[src/rtl/decode_consts.svh]
`ifndef DECODE_CONSTS_SVH
`define DECODE_CONSTS_SVH

// Instruction word width and field positions
`define IW_W          14
`define CAT_FLD       13:12
`define OP_FLD        13:8
`define BOP_FLD       11:10
`define D_BIT         7
`define F_FLD         6:0
`define F_HI_FLD      6:1
`define F_LO_BIT      0
`define B_FLD         9:7
`define K_LONG        10:0
`define K_BYTE        7:0
`define K_RBR         8:0
`define K_IDX         5:0
`define N_BIT         2
`define KN_BIT        6
`define MM_FLD        1:0
`define MOVWI_BIT     3
`define KN_DIR_BIT    7
`define GOTO_BIT      11
`define IND_HI_FLD    13:4
`define RBR_FLD       13:9
`define KN_FLD        13:8

// Category codes in the top two bits
`define CAT_BYTE_CODE 2'h0
`define CAT_BIT_CODE  2'h1
`define CAT_JMP_CODE  2'h2

// Opcode values
`define OP_CTRL       6'h00
`define OP_DECSZ      6'h0b
`define OP_INCSZ      6'h0f
`define OP_RETLIT     6'h34
`define OP_KN         6'h3f
`define BOP_SKC       2'h2
`define BOP_SKS       2'h3
`define RBR_CODE      5'h19
`define IND_HI_CODE   10'h001
`define F_HI_PORT     6'h00
`define W_RETURN      14'h0008
`define W_RETINT      14'h0009
`define W_CALL_VIA_W  14'h000a
`define W_BRANCH_W    14'h000b
`define W_NOP         14'h0000

// Phase timing inside one instruction cycle
`define Q_FIRST       2'h0
`define Q_LAST        2'h3
`define Q_RD_SET      2'h1
`define Q_WR_SET      2'h2

// Zero extension pads for the literal field
`define PAD_BYTE      3'h0
`define PAD_RBR       2'h0
`define PAD_IDX       5'h00

`endif

[src/rtl/decode_pkg.sv]
package decode_pkg;

  // Three opcode categories
  typedef enum logic [1:0] {
    CAT_BYTE = 2'b00,
    CAT_BIT  = 2'b01,
    CAT_LIT  = 2'b10
  } cat_e;

  // Program flow class of an instruction
  typedef enum logic [2:0] {
    FL_NONE = 3'b000,
    FL_CALL = 3'b001,
    FL_RET  = 3'b010,
    FL_JUMP = 3'b011,
    FL_SKIP = 3'b100
  } flow_e;

  // Sequencer states, one per instruction cycle
  typedef enum logic [1:0] {
    ST_EXEC    = 2'b00,
    ST_STRETCH = 2'b01,
    ST_FLUSH   = 2'b10
  } st_e;

  // Decoded instruction
  typedef struct packed {
    cat_e        cat;
    flow_e       flow;
    logic        uses_file;
    logic        indirect;
    logic        dest_f;
    logic        dest_w;
    logic [6:0]  file_addr;
    logic [2:0]  bit_pos;
    logic [10:0] literal;
    logic        ptr_num;
    logic [1:0]  ptr_mode;
  } dec_s;

endpackage

[src/rtl/instruction_decode_timing.sv]
// Overview of operation
// - Takes 14-bit words holding opcode and operands
// - Sorts opcodes into byte, bit, literal/control
// - Other instructions finish in one cycle
// - Both call forms take two cycles
// - All return forms take two cycles
// - Jumps and taken skips take two cycles
// - Indirect access to program memory adds one
// - Instruction cycle is four oscillator clocks
// - File instructions read before they write
// - Destination bit picks accumulator or file
// - File address spans 0x00 to 0x7F
// - Bit field selects one of eight bits
// - Literal field gives data or target
// - Pointer number picks pointer 0 or 1
// - Two-bit mode picks pointer pre/post inc/dec
`include "decode_consts.svh"

module instruction_decode_timing (
  input  wire logic              ref_clk_in,
  input  wire logic              nrst_in,
  input  wire logic              ce_in,
  input  wire logic [13:0]       instr_in,
  input  wire logic              skip_cond_in,
  input  wire logic [1:0]        ptr_prog_in,
  output decode_pkg::dec_s       dec_out,
  output logic [1:0]             phase_out,
  output logic                   cycle_start_out,
  output logic                   fetch_out,
  output logic                   idle_out,
  output logic                   file_rd_out,
  output logic                   file_wr_out,
  output logic                   w_wr_out
);

  // Reset release chain; first flop only feeds the second
  logic              rst_n_meta_q;
  logic              rst_n_q;
  // Sequencer state and stretch flag for the loaded word
  decode_pkg::st_e   state_q;
  decode_pkg::st_e   state_d;
  logic              stretch_q;
  logic              stretch_d;
  // Next decoded word and whether the fetched word is taken
  decode_pkg::dec_s  dec_d;
  logic              consume;
  logic              taken;
  logic              work;
  logic              cyc_end;
  // Helper for the read-before-write check
  logic              rd_seen_q;

  // Splits a 14-bit word into its category and operand fields
  function automatic decode_pkg::dec_s decode(input logic [13:0] w);
    decode_pkg::dec_s r;
    r           = '0;
    r.file_addr = w[`F_FLD];
    r.bit_pos   = w[`B_FLD];
    r.literal   = {`PAD_BYTE, w[`K_BYTE]};
    r.ptr_num   = w[`F_LO_BIT];
    r.ptr_mode  = w[`MM_FLD];
    r.indirect  = (w[`F_HI_FLD] == `F_HI_PORT);
    case (w[`CAT_FLD])
      `CAT_BYTE_CODE:
      begin
        if (w[`OP_FLD] == `OP_CTRL && !w[`D_BIT])
        begin
          // Control group lives in byte space but is literal/control
          r.cat      = decode_pkg::CAT_LIT;
          r.indirect = 1'b0;
          if (w == `W_RETURN || w == `W_RETINT)
            r.flow = decode_pkg::FL_RET;
          else if (w == `W_CALL_VIA_W)
            r.flow = decode_pkg::FL_CALL;
          else if (w == `W_BRANCH_W)
            r.flow = decode_pkg::FL_JUMP;
          else if (w[`IND_HI_FLD] == `IND_HI_CODE)
          begin
            // Pointer move with mode field
            r.uses_file = 1'b1;
            r.indirect  = 1'b1;
            r.ptr_num   = w[`N_BIT];
            r.dest_f    = w[`MOVWI_BIT];
            r.dest_w    = !w[`MOVWI_BIT];
          end
        end
        else
        begin
          r.cat       = decode_pkg::CAT_BYTE;
          r.uses_file = 1'b1;
          r.dest_f    = w[`D_BIT];
          r.dest_w    = !w[`D_BIT];
          if (w[`OP_FLD] == `OP_DECSZ || w[`OP_FLD] == `OP_INCSZ)
            r.flow = decode_pkg::FL_SKIP;
        end
      end
      `CAT_BIT_CODE:
      begin
        r.cat       = decode_pkg::CAT_BIT;
        r.uses_file = 1'b1;
        // Bit tests only read; set and clear write back
        if (w[`BOP_FLD] == `BOP_SKC || w[`BOP_FLD] == `BOP_SKS)
          r.flow = decode_pkg::FL_SKIP;
        else
          r.dest_f = 1'b1;
      end
      `CAT_JMP_CODE:
      begin
        r.cat      = decode_pkg::CAT_LIT;
        r.indirect = 1'b0;
        r.literal  = w[`K_LONG];
        r.flow     = w[`GOTO_BIT] ? decode_pkg::FL_JUMP
                                  : decode_pkg::FL_CALL;
      end
      default:
      begin
        r.cat      = decode_pkg::CAT_LIT;
        r.indirect = 1'b0;
        r.dest_w   = 1'b1;
        if (w[`OP_FLD] == `OP_RETLIT)
          r.flow = decode_pkg::FL_RET;
        else if (w[`RBR_FLD] == `RBR_CODE)
        begin
          r.flow    = decode_pkg::FL_JUMP;
          r.dest_w  = 1'b0;
          r.literal = {`PAD_RBR, w[`K_RBR]};
        end
        else if (w[`KN_FLD] == `OP_KN)
        begin
          // Indexed pointer move with zero-extended six-bit offset
          r.uses_file = 1'b1;
          r.indirect  = 1'b1;
          r.ptr_num   = w[`KN_BIT];
          r.dest_f    = w[`KN_DIR_BIT];
          r.dest_w    = !w[`KN_DIR_BIT];
          r.literal   = {`PAD_IDX, w[`K_IDX]};
        end
      end
    endcase
    return r;
  endfunction

  // Reset release through two flops; frozen with the clock enable
  always_ff @(posedge ref_clk_in or negedge nrst_in)
  begin
    if (!nrst_in)
    begin
      rst_n_meta_q <= 1'b0;
      rst_n_q      <= 1'b0;
    end
    else if (ce_in)
    begin
      rst_n_meta_q <= 1'b1;
      rst_n_q      <= rst_n_meta_q;
    end
  end

  // End of the fourth phase closes an instruction cycle
  assign cyc_end = (phase_out == `Q_LAST);
  // Cycle in which the loaded word does its file access
  assign work = (state_q == decode_pkg::ST_EXEC && !stretch_q) ||
                (state_q == decode_pkg::ST_STRETCH);
  // Calls, returns and jumps always redirect; skips on condition
  assign taken = (dec_out.flow == decode_pkg::FL_CALL) ||
                 (dec_out.flow == decode_pkg::FL_RET)  ||
                 (dec_out.flow == decode_pkg::FL_JUMP) ||
                 (dec_out.flow == decode_pkg::FL_SKIP && skip_cond_in);

  // Next state at the cycle boundary
  always_comb
  begin
    state_d   = state_q;
    dec_d     = dec_out;
    stretch_d = stretch_q;
    consume   = 1'b0;
    case (state_q)
      decode_pkg::ST_EXEC:
      begin
        if (stretch_q)
        begin
          // Hold the word one more cycle; nothing is fetched
          state_d   = decode_pkg::ST_STRETCH;
          stretch_d = 1'b0;
        end
        else if (taken)
        begin
          // Prefetched word is dropped and an idle cycle follows
          state_d = decode_pkg::ST_FLUSH;
          dec_d   = decode(`W_NOP);
          consume = 1'b1;
        end
        else
        begin
          dec_d   = decode(instr_in);
          consume = 1'b1;
        end
      end
      decode_pkg::ST_STRETCH:
      begin
        consume = 1'b1;
        if (taken)
        begin
          state_d = decode_pkg::ST_FLUSH;
          dec_d   = decode(`W_NOP);
        end
        else
        begin
          state_d = decode_pkg::ST_EXEC;
          dec_d   = decode(instr_in);
        end
      end
      default:
      begin
        state_d = decode_pkg::ST_EXEC;
        dec_d   = decode(instr_in);
        consume = 1'b1;
      end
    endcase
    // A newly loaded indirect word through a program-memory pointer
    if (consume && state_d == decode_pkg::ST_EXEC)
      stretch_d = dec_d.indirect && ptr_prog_in[dec_d.ptr_num];
  end

  // Phase counter: four oscillator clocks per instruction cycle
  always_ff @(posedge ref_clk_in or negedge rst_n_q)
  begin
    if (!rst_n_q)
      phase_out <= `Q_LAST;
    else if (ce_in)
      phase_out <= phase_out + 2'h1;
  end

  // Sequencer and instruction register, updated once per cycle
  always_ff @(posedge ref_clk_in or negedge rst_n_q)
  begin
    if (!rst_n_q)
    begin
      state_q   <= decode_pkg::ST_FLUSH;
      dec_out   <= '0;
      stretch_q <= 1'b0;
      idle_out  <= 1'b1;
    end
    else if (ce_in && cyc_end)
    begin
      state_q   <= state_d;
      dec_out   <= dec_d;
      stretch_q <= stretch_d;
      idle_out  <= (state_d == decode_pkg::ST_FLUSH);
    end
  end

  // Cycle markers toward program memory
  always_ff @(posedge ref_clk_in or negedge rst_n_q)
  begin
    if (!rst_n_q)
    begin
      cycle_start_out <= 1'b0;
      fetch_out       <= 1'b0;
    end
    else if (ce_in)
    begin
      cycle_start_out <= cyc_end;
      fetch_out       <= cyc_end && consume;
    end
  end

  // File and accumulator strobes; read always precedes the write
  always_ff @(posedge ref_clk_in or negedge rst_n_q)
  begin
    if (!rst_n_q)
    begin
      file_rd_out <= 1'b0;
      file_wr_out <= 1'b0;
      w_wr_out    <= 1'b0;
    end
    else if (ce_in)
    begin
      // Read even for write-only forms, so side effects stay uniform
      file_rd_out <= work && dec_out.uses_file &&
                     phase_out == `Q_RD_SET;
      file_wr_out <= work && dec_out.uses_file && dec_out.dest_f &&
                     phase_out == `Q_WR_SET;
      w_wr_out    <= work && dec_out.dest_w &&
                     phase_out == `Q_WR_SET;
    end
  end

  // Remembers a read within the current cycle
  always_ff @(posedge ref_clk_in or negedge rst_n_q)
  begin
    if (!rst_n_q)
      rd_seen_q <= 1'b0;
    else if (ce_in)
      rd_seen_q <= file_rd_out || (rd_seen_q && !cyc_end);
  end
endmodule

[config.mk]
export PLATFORM = sky130hd
export DESIGN_NAME = instruction_decode_timing
export DESIGN_NICKNAME = d
export VERILOG_FILES = /design/src/rtl/decode_pkg.sv /design/src/rtl/instruction_decode_timing.sv
export VERILOG_INCLUDE_DIRS = /design/src /design/src/rtl
export SDC_FILE = /design/constraint.sdc
export NUM_CORES = 1
export LEC_CHECK = 0
export BUFFER_PORTS_ARGS = -buffer_cell sky130_fd_sc_hd__buf_2
export CAP_MARGIN = 20
export CELL_PAD_IN_SITES_DETAIL_PLACEMENT = 0
export CELL_PAD_IN_SITES_GLOBAL_PLACEMENT = 1
export CORE_ASPECT_RATIO = 1.4
export CORE_MARGIN = 1.5
export CORE_UTILIZATION = 25
export DETAILED_ROUTE_END_ITERATION = 10
export HOLD_SLACK_MARGIN = 0.15
export PLACE_DENSITY_LB_ADDON = 0.1
export RECOVER_POWER = 100
export SLEW_MARGIN = 25
export SYNTH_ARGS = -nofsm -noshare
export SYNTH_HDL_FRONTEND = slang
export SYNTH_SLANG_ARGS = --single-unit
[constraint.sdc]
create_clock -name ref_clk_in -period 3.6 [get_ports ref_clk_in]
set_input_delay 0.18 -clock ref_clk_in [delete_from_list [all_inputs] [get_ports ref_clk_in]]
set_output_delay 0.18 -clock ref_clk_in [all_outputs]
set_load 0.005 [all_outputs]
* Word-level counts from Yosys, hierarchy flattened
Cells that the tools add are included.
** Storage, ports and cells
- Flip-flop bits (word level) :: 46
- Input port bits :: 20
** Operators by class
- Add/subtract/negate cells :: 1
- Order comparisons :: 1
- Equality and inequality tests :: 24
- Multiplexer cells :: 49
- Reductions and logical operators :: 33
** Operators with widths (count)
- $mux W33 :: 2
- $pmux W33 S2 :: 1
- $eq A14 B4 Y1 const B :: 4
- $mux W4 :: 6
- $pmux W11 S2 :: 1
- $mux W2 :: 8
- $mux W1 :: 15
- $mux W3 :: 5
- $pmux W5 S3 :: 1
- $logic_and A1 B1 Y1 :: 13
- $eq A2 B2 Y1 const B :: 6
- $eq A6 B4 Y1 const B :: 2
- $eq A6 B6 Y1 const B :: 2
- $logic_not A6 Y1 :: 2
- $mux W12 :: 1
- $mux W11 :: 1
- $eq A10 B1 Y1 const B :: 1
- $mux W9 :: 1
- $pmux W1 S3 :: 3
- $logic_or A1 B1 Y1 :: 7
- $eq A2 B1 Y1 const B :: 3
- $eq A3 B2 Y1 const B :: 2
- $logic_not A2 Y1 :: 3
- $mux W6 :: 1
- other kinds (12) :: 17

* Logic depth before layout (Yosys ltp)
- Word-level depth :: 14
- Mapped depth :: 9
- Depth with buffers taken out :: 8

* Worst setup path after synthesis
Ideal clock, no wire load.
- Path type :: reg2reg
- Start :: register phase_out[0]
- End :: register dec_out[16] in the netlist's numbering
- Library setup time :: 0.064 ns
- Data arrival time :: 1.920 ns
- Required time :: 3.536 ns
- Slack :: 1.616 ns
- Cell stages (with the launch flop) :: 8
- Buffers on the path :: 2
- Clock period less this slack :: 1.984 ns
- Cell sequence :: dfstp_2 ha_1 nand2_1 or2_0 clkbuf_1 nor2_1 buf_2 a22o_2
** On the way
- Word-level cells in the longest chain between the ends :: 3
** Ends and longest elaborated chain
- start, declared :: line instruction_decode_timing.sv:27 : output logic [1:0] phase_out,
- start signal, assigned :: line instruction_decode_timing.sv:228 : phase_out <= `Q_LAST;
- start signal, assigned :: line instruction_decode_timing.sv:230 : phase_out <= phase_out + 2'h1;
- $eq A2 B2 Y1 (no line)
- net cyc_end :: line instruction_decode_timing.sv:49 : logic cyc_end;
- $logic_and A1 B1 Y1 :: line instruction_decode_timing.sv:243 : else if (ce_in && cyc_end)
- $reduce_and A2 Y1 (no line)
- end signal, assigned :: line instruction_decode_timing.sv:239 : dec_out <= '0;
- end signal, assigned :: line instruction_decode_timing.sv:246 : dec_out <= dec_d;
- end, declared :: line instruction_decode_timing.sv:26 : output decode_pkg::dec_s dec_out,
The timed path passes the listed nets, and every way through them passes these cells.
A chain may end at the register's enable or synchronous reset.

* Final worst setup path
- Start :: register phase_out[0]
- End :: register dec_out[11] in the netlist's numbering
Same word-level chain as after synthesis.

==> impl_metrics.toml <==
[run_status]
status = "finished, violations left"
violations = "capacitance limit, slew limit"

[flow_run]
maxCapViolations = 1

[power]
p_int_uw = 1050
power_density_nw_per_um2 = 657
switching_share_pct = 34.5
vdd_ir_drop_max_uv = 201
power_frac_comb_pct = 34.5
power_frac_seq_pct = 43.8
p_clk_share_pct = 21.7
p_switching_uw = 552
p_leak_uw = 0.00114

[detailed_routing]
via_per_inst = 4.73
wl_per_cell_um = 15.9
vias = 1669
drt_wl_total_mm = 5.62
drt_first_iter_violations = 56
drtPass1Iterations = 4
ant_nets = 0
drc_errors = 0

[die]
die-area_um2 = 8500
rows = 38
die_w_um = 78.3
io_pins = 61
start_util_pct = 25.6
die_y_um = 108
core-area_um2 = 7750

[global_routing]
overflow = 0
grt.total_usage_pct = 14.1
use_met2_pct = 25.2
grt_busiest_layer = "met2"
grt_pass1_wl_mm = 9.04
grt_max_degree = 38
antenna_found_initial = 0
use_met3_pct = 2.78
grtUsageMet1_pct = 17.0
grt_pass1_vias = 1719

[sta]
fin_setup_tns_ps = 0
tightest_slew_ps = 2040
fin_crit_ps = 2820
finalMaxSlewViolations = 38
skew_ps = 6.87
hold_violations = 0
setup_viol = 0
rsz0062_at_grt = "false"
max_clock_freq_mhz = 355
finalCritPeriodShare_pct = 78.3
setup_ws_ps = 780
slew-limit-headroom_pct = -36.1

[synthesis]
synth_edf_count = 0
yosysWarnings = 0
synthDominantCellAreaShare_pct = 42.8
synth_cell_types = 48
synth_area_leaders = "dfrtp_1 43%, a22o_1 5.7%, dfstp_2 5.3%, ha_1 5.0%, nand2_1 3.2%"
ys_seq_area_share_pct = 48.1
yosys.area.top_type = "dfrtp_1"
synthMostInstantiatedCell = "dfrtp_1"
async_reset_ff_share_pct = 100
ys_seq_elements = 38
synth_area_per_cell_um2 = 10.2
syn_inst = 194
syn_nets = 222
synth_ff_type = "dfrtp_1"
synth_common_cells = "34 x dfrtp_1, 17 x nand2_1, 14 x inv_1, 14 x nor2_1, 13 x a22o_1"
synth_area_um2 = 1990

[cells_and_area]
nFillCells = 848
regArea_um2 = 956
synthToLayoutAreaGrowth_pct = 22.9
final_util_pct = 31.5
layout-drive-gt1-share_pct = 24.5
fin_nets = 280
antenna_cells = 0
stdcell_count = 353
multi_input_area_um2 = 871

[clock_tree]
insertion_delay_ps = 290
cts_htree_levels = 2
cts.path.max_buffers = 2
tritoncts = "yes"
clk_pin_slew_ps = 80
cts_setup_buffers = 0
cts_inserted_buffers = 5
cts_sinks = 38
root_buffer = "clkbuf_8"

[critical_path]
crit_type = "flip-flop to flip-flop"
cp-start-kind = "flip-flop"
cp-end-kind = "flip-flop"
worstPathArrival_ps = 3050
crit_fanout = 17
required_ps = 3830

[placement]
dp.cells = 342
place_congestion = 0.775
place_hpwl_mm = 4.28
dpl_worst_slack_ps = 1090
portBuffers = 60

[hold_path]
min-delay-path-class = "input pin to flip-flop"
==> state kept, by name (all words and copies together), names as in the netlist <==
name	count
cycle_start_out	1
dec_out	25
fetch_out	1
file_rd_out	1
file_wr_out	1
idle_out	1
phase_out	2
rst_n_meta_q	1
rst_n_q	1
state_q	2
stretch_q	1
w_wr_out	1
==> power by group through the flow <==
| stage | Combinational, uW | Sequential (uW) | Clock, uW |
|---|---|---|---|
| 2_1_floorplan | 352 | 707 | 0 |
| 3_3_place_gp | 592 | 712 | 0 |
| 3_5_place_dp | 592 | 715 | 0 |
| 4_1_cts | 594 | 709 | 365 |
| 5_1_grt | 629 | 727 | 382 |
| 6_report | 553 | 702 | 348 |
==> area by class of cell <==
cell class	instances	area share [%]
multi-input cells	126	35.7
repair buffers	67	13.4
inverters	14	2.15
well taps	100	5.13
flip-flops and latches	38	39.2
clock buffers	8	4.51
==> metrics by stage <==
stage                     total power (uW)  hold slack (ps)  cell area (um^2)
final                                 1600              154              2440
after global routing                  1740              165              2440
after CTS                             1670              152              2480
after detailed placement              1310            -27.7              2340
after global placement                1300            -32.9              2340
after floorplan                       1060             -116              1990
==> critical path: stages, from the launching register on <==
cell and delay [ps]:
dfstp_1 600, ha_1 200, nand2_1 180, or2_0 580, nor2_1 210, clkbuf_1 700
a32o_1 280
==> cells by family (layout without fill, tap and decap cells) <==
kind of cell / count (synthesis) / in the layout / synth area share [%]
flip-flops: 38 / 38 / 48.1
AND/OR/NAND/NOR: 54 / 54 / 13.8
multiplexers: 5 / 5 / 2.64
adder cells (fa/ha/maj): 8 / 8 / 5.04
buffers and inverters: 30 / 89 / 7.68
XOR/XNOR: 1 / 1 / 0.441
AO/OA/AOI/OAI: 58 / 58 / 22.3
==> path summary, 6_finish.rpt <==
| kind | from | end | slack (ps) | depth (start not counted) |
|---|---|---|---|---|
| setup / recovery | phase_out[0] | dec_out[11] | 780 | 6 |
| hold / removal | instr_in[5] | dec_out[22] | 150 | 2 |
| setup reg to reg | phase_out[0] | dec_out[11] | 780 | 6 |
| hold reg to reg | rst_n_meta_q | rst_n_meta_q | 470 | 1 |
| max in group asynchronous | rst_n_q | dec_out[14] | 1500 | 1 |
| min in group asynchronous | nrst_in | rst_n_meta_q | 190 | 2 |
==> metal layers <==
| layer | wire, um | up-vias |
|---|---|---|
| met5 | 0 | - |
| met4 | 78 | 0 |
| met3 | 194 | 5 |
| met2 | 2870 | 46 |
| met1 | 2470 | 806 |
| li1 | - | 812 |
==> cells in the final DEF, fill, tap and decap left out, drive strengths merged, types with 2 or more instances in the layout <==
cell / count
nand2: 17
and3: 2
nand4: 4
a21o: 2
inv: 14
mux2i: 3
dfrtp: 34
o41ai: 2
nand2b: 3
a32o: 4
a22o: 14
ha: 8
mux2: 2
or2: 2
o31ai: 3
o21ai: 13
nand3: 2
dlygate4sd3: 3
buf: 46
dfstp: 4
nor4: 2
a22oi: 2
a21oi: 7
nor2: 15
clkbuf: 26
a31oi: 3
o22ai: 2
==> repair_timing <==
item,CTS,global route
gates resized for setup,0,0
hold buffers,3,0
endpoints found under the hold margin,4,0
Note: power is estimated with default switching activity, not from simulation.
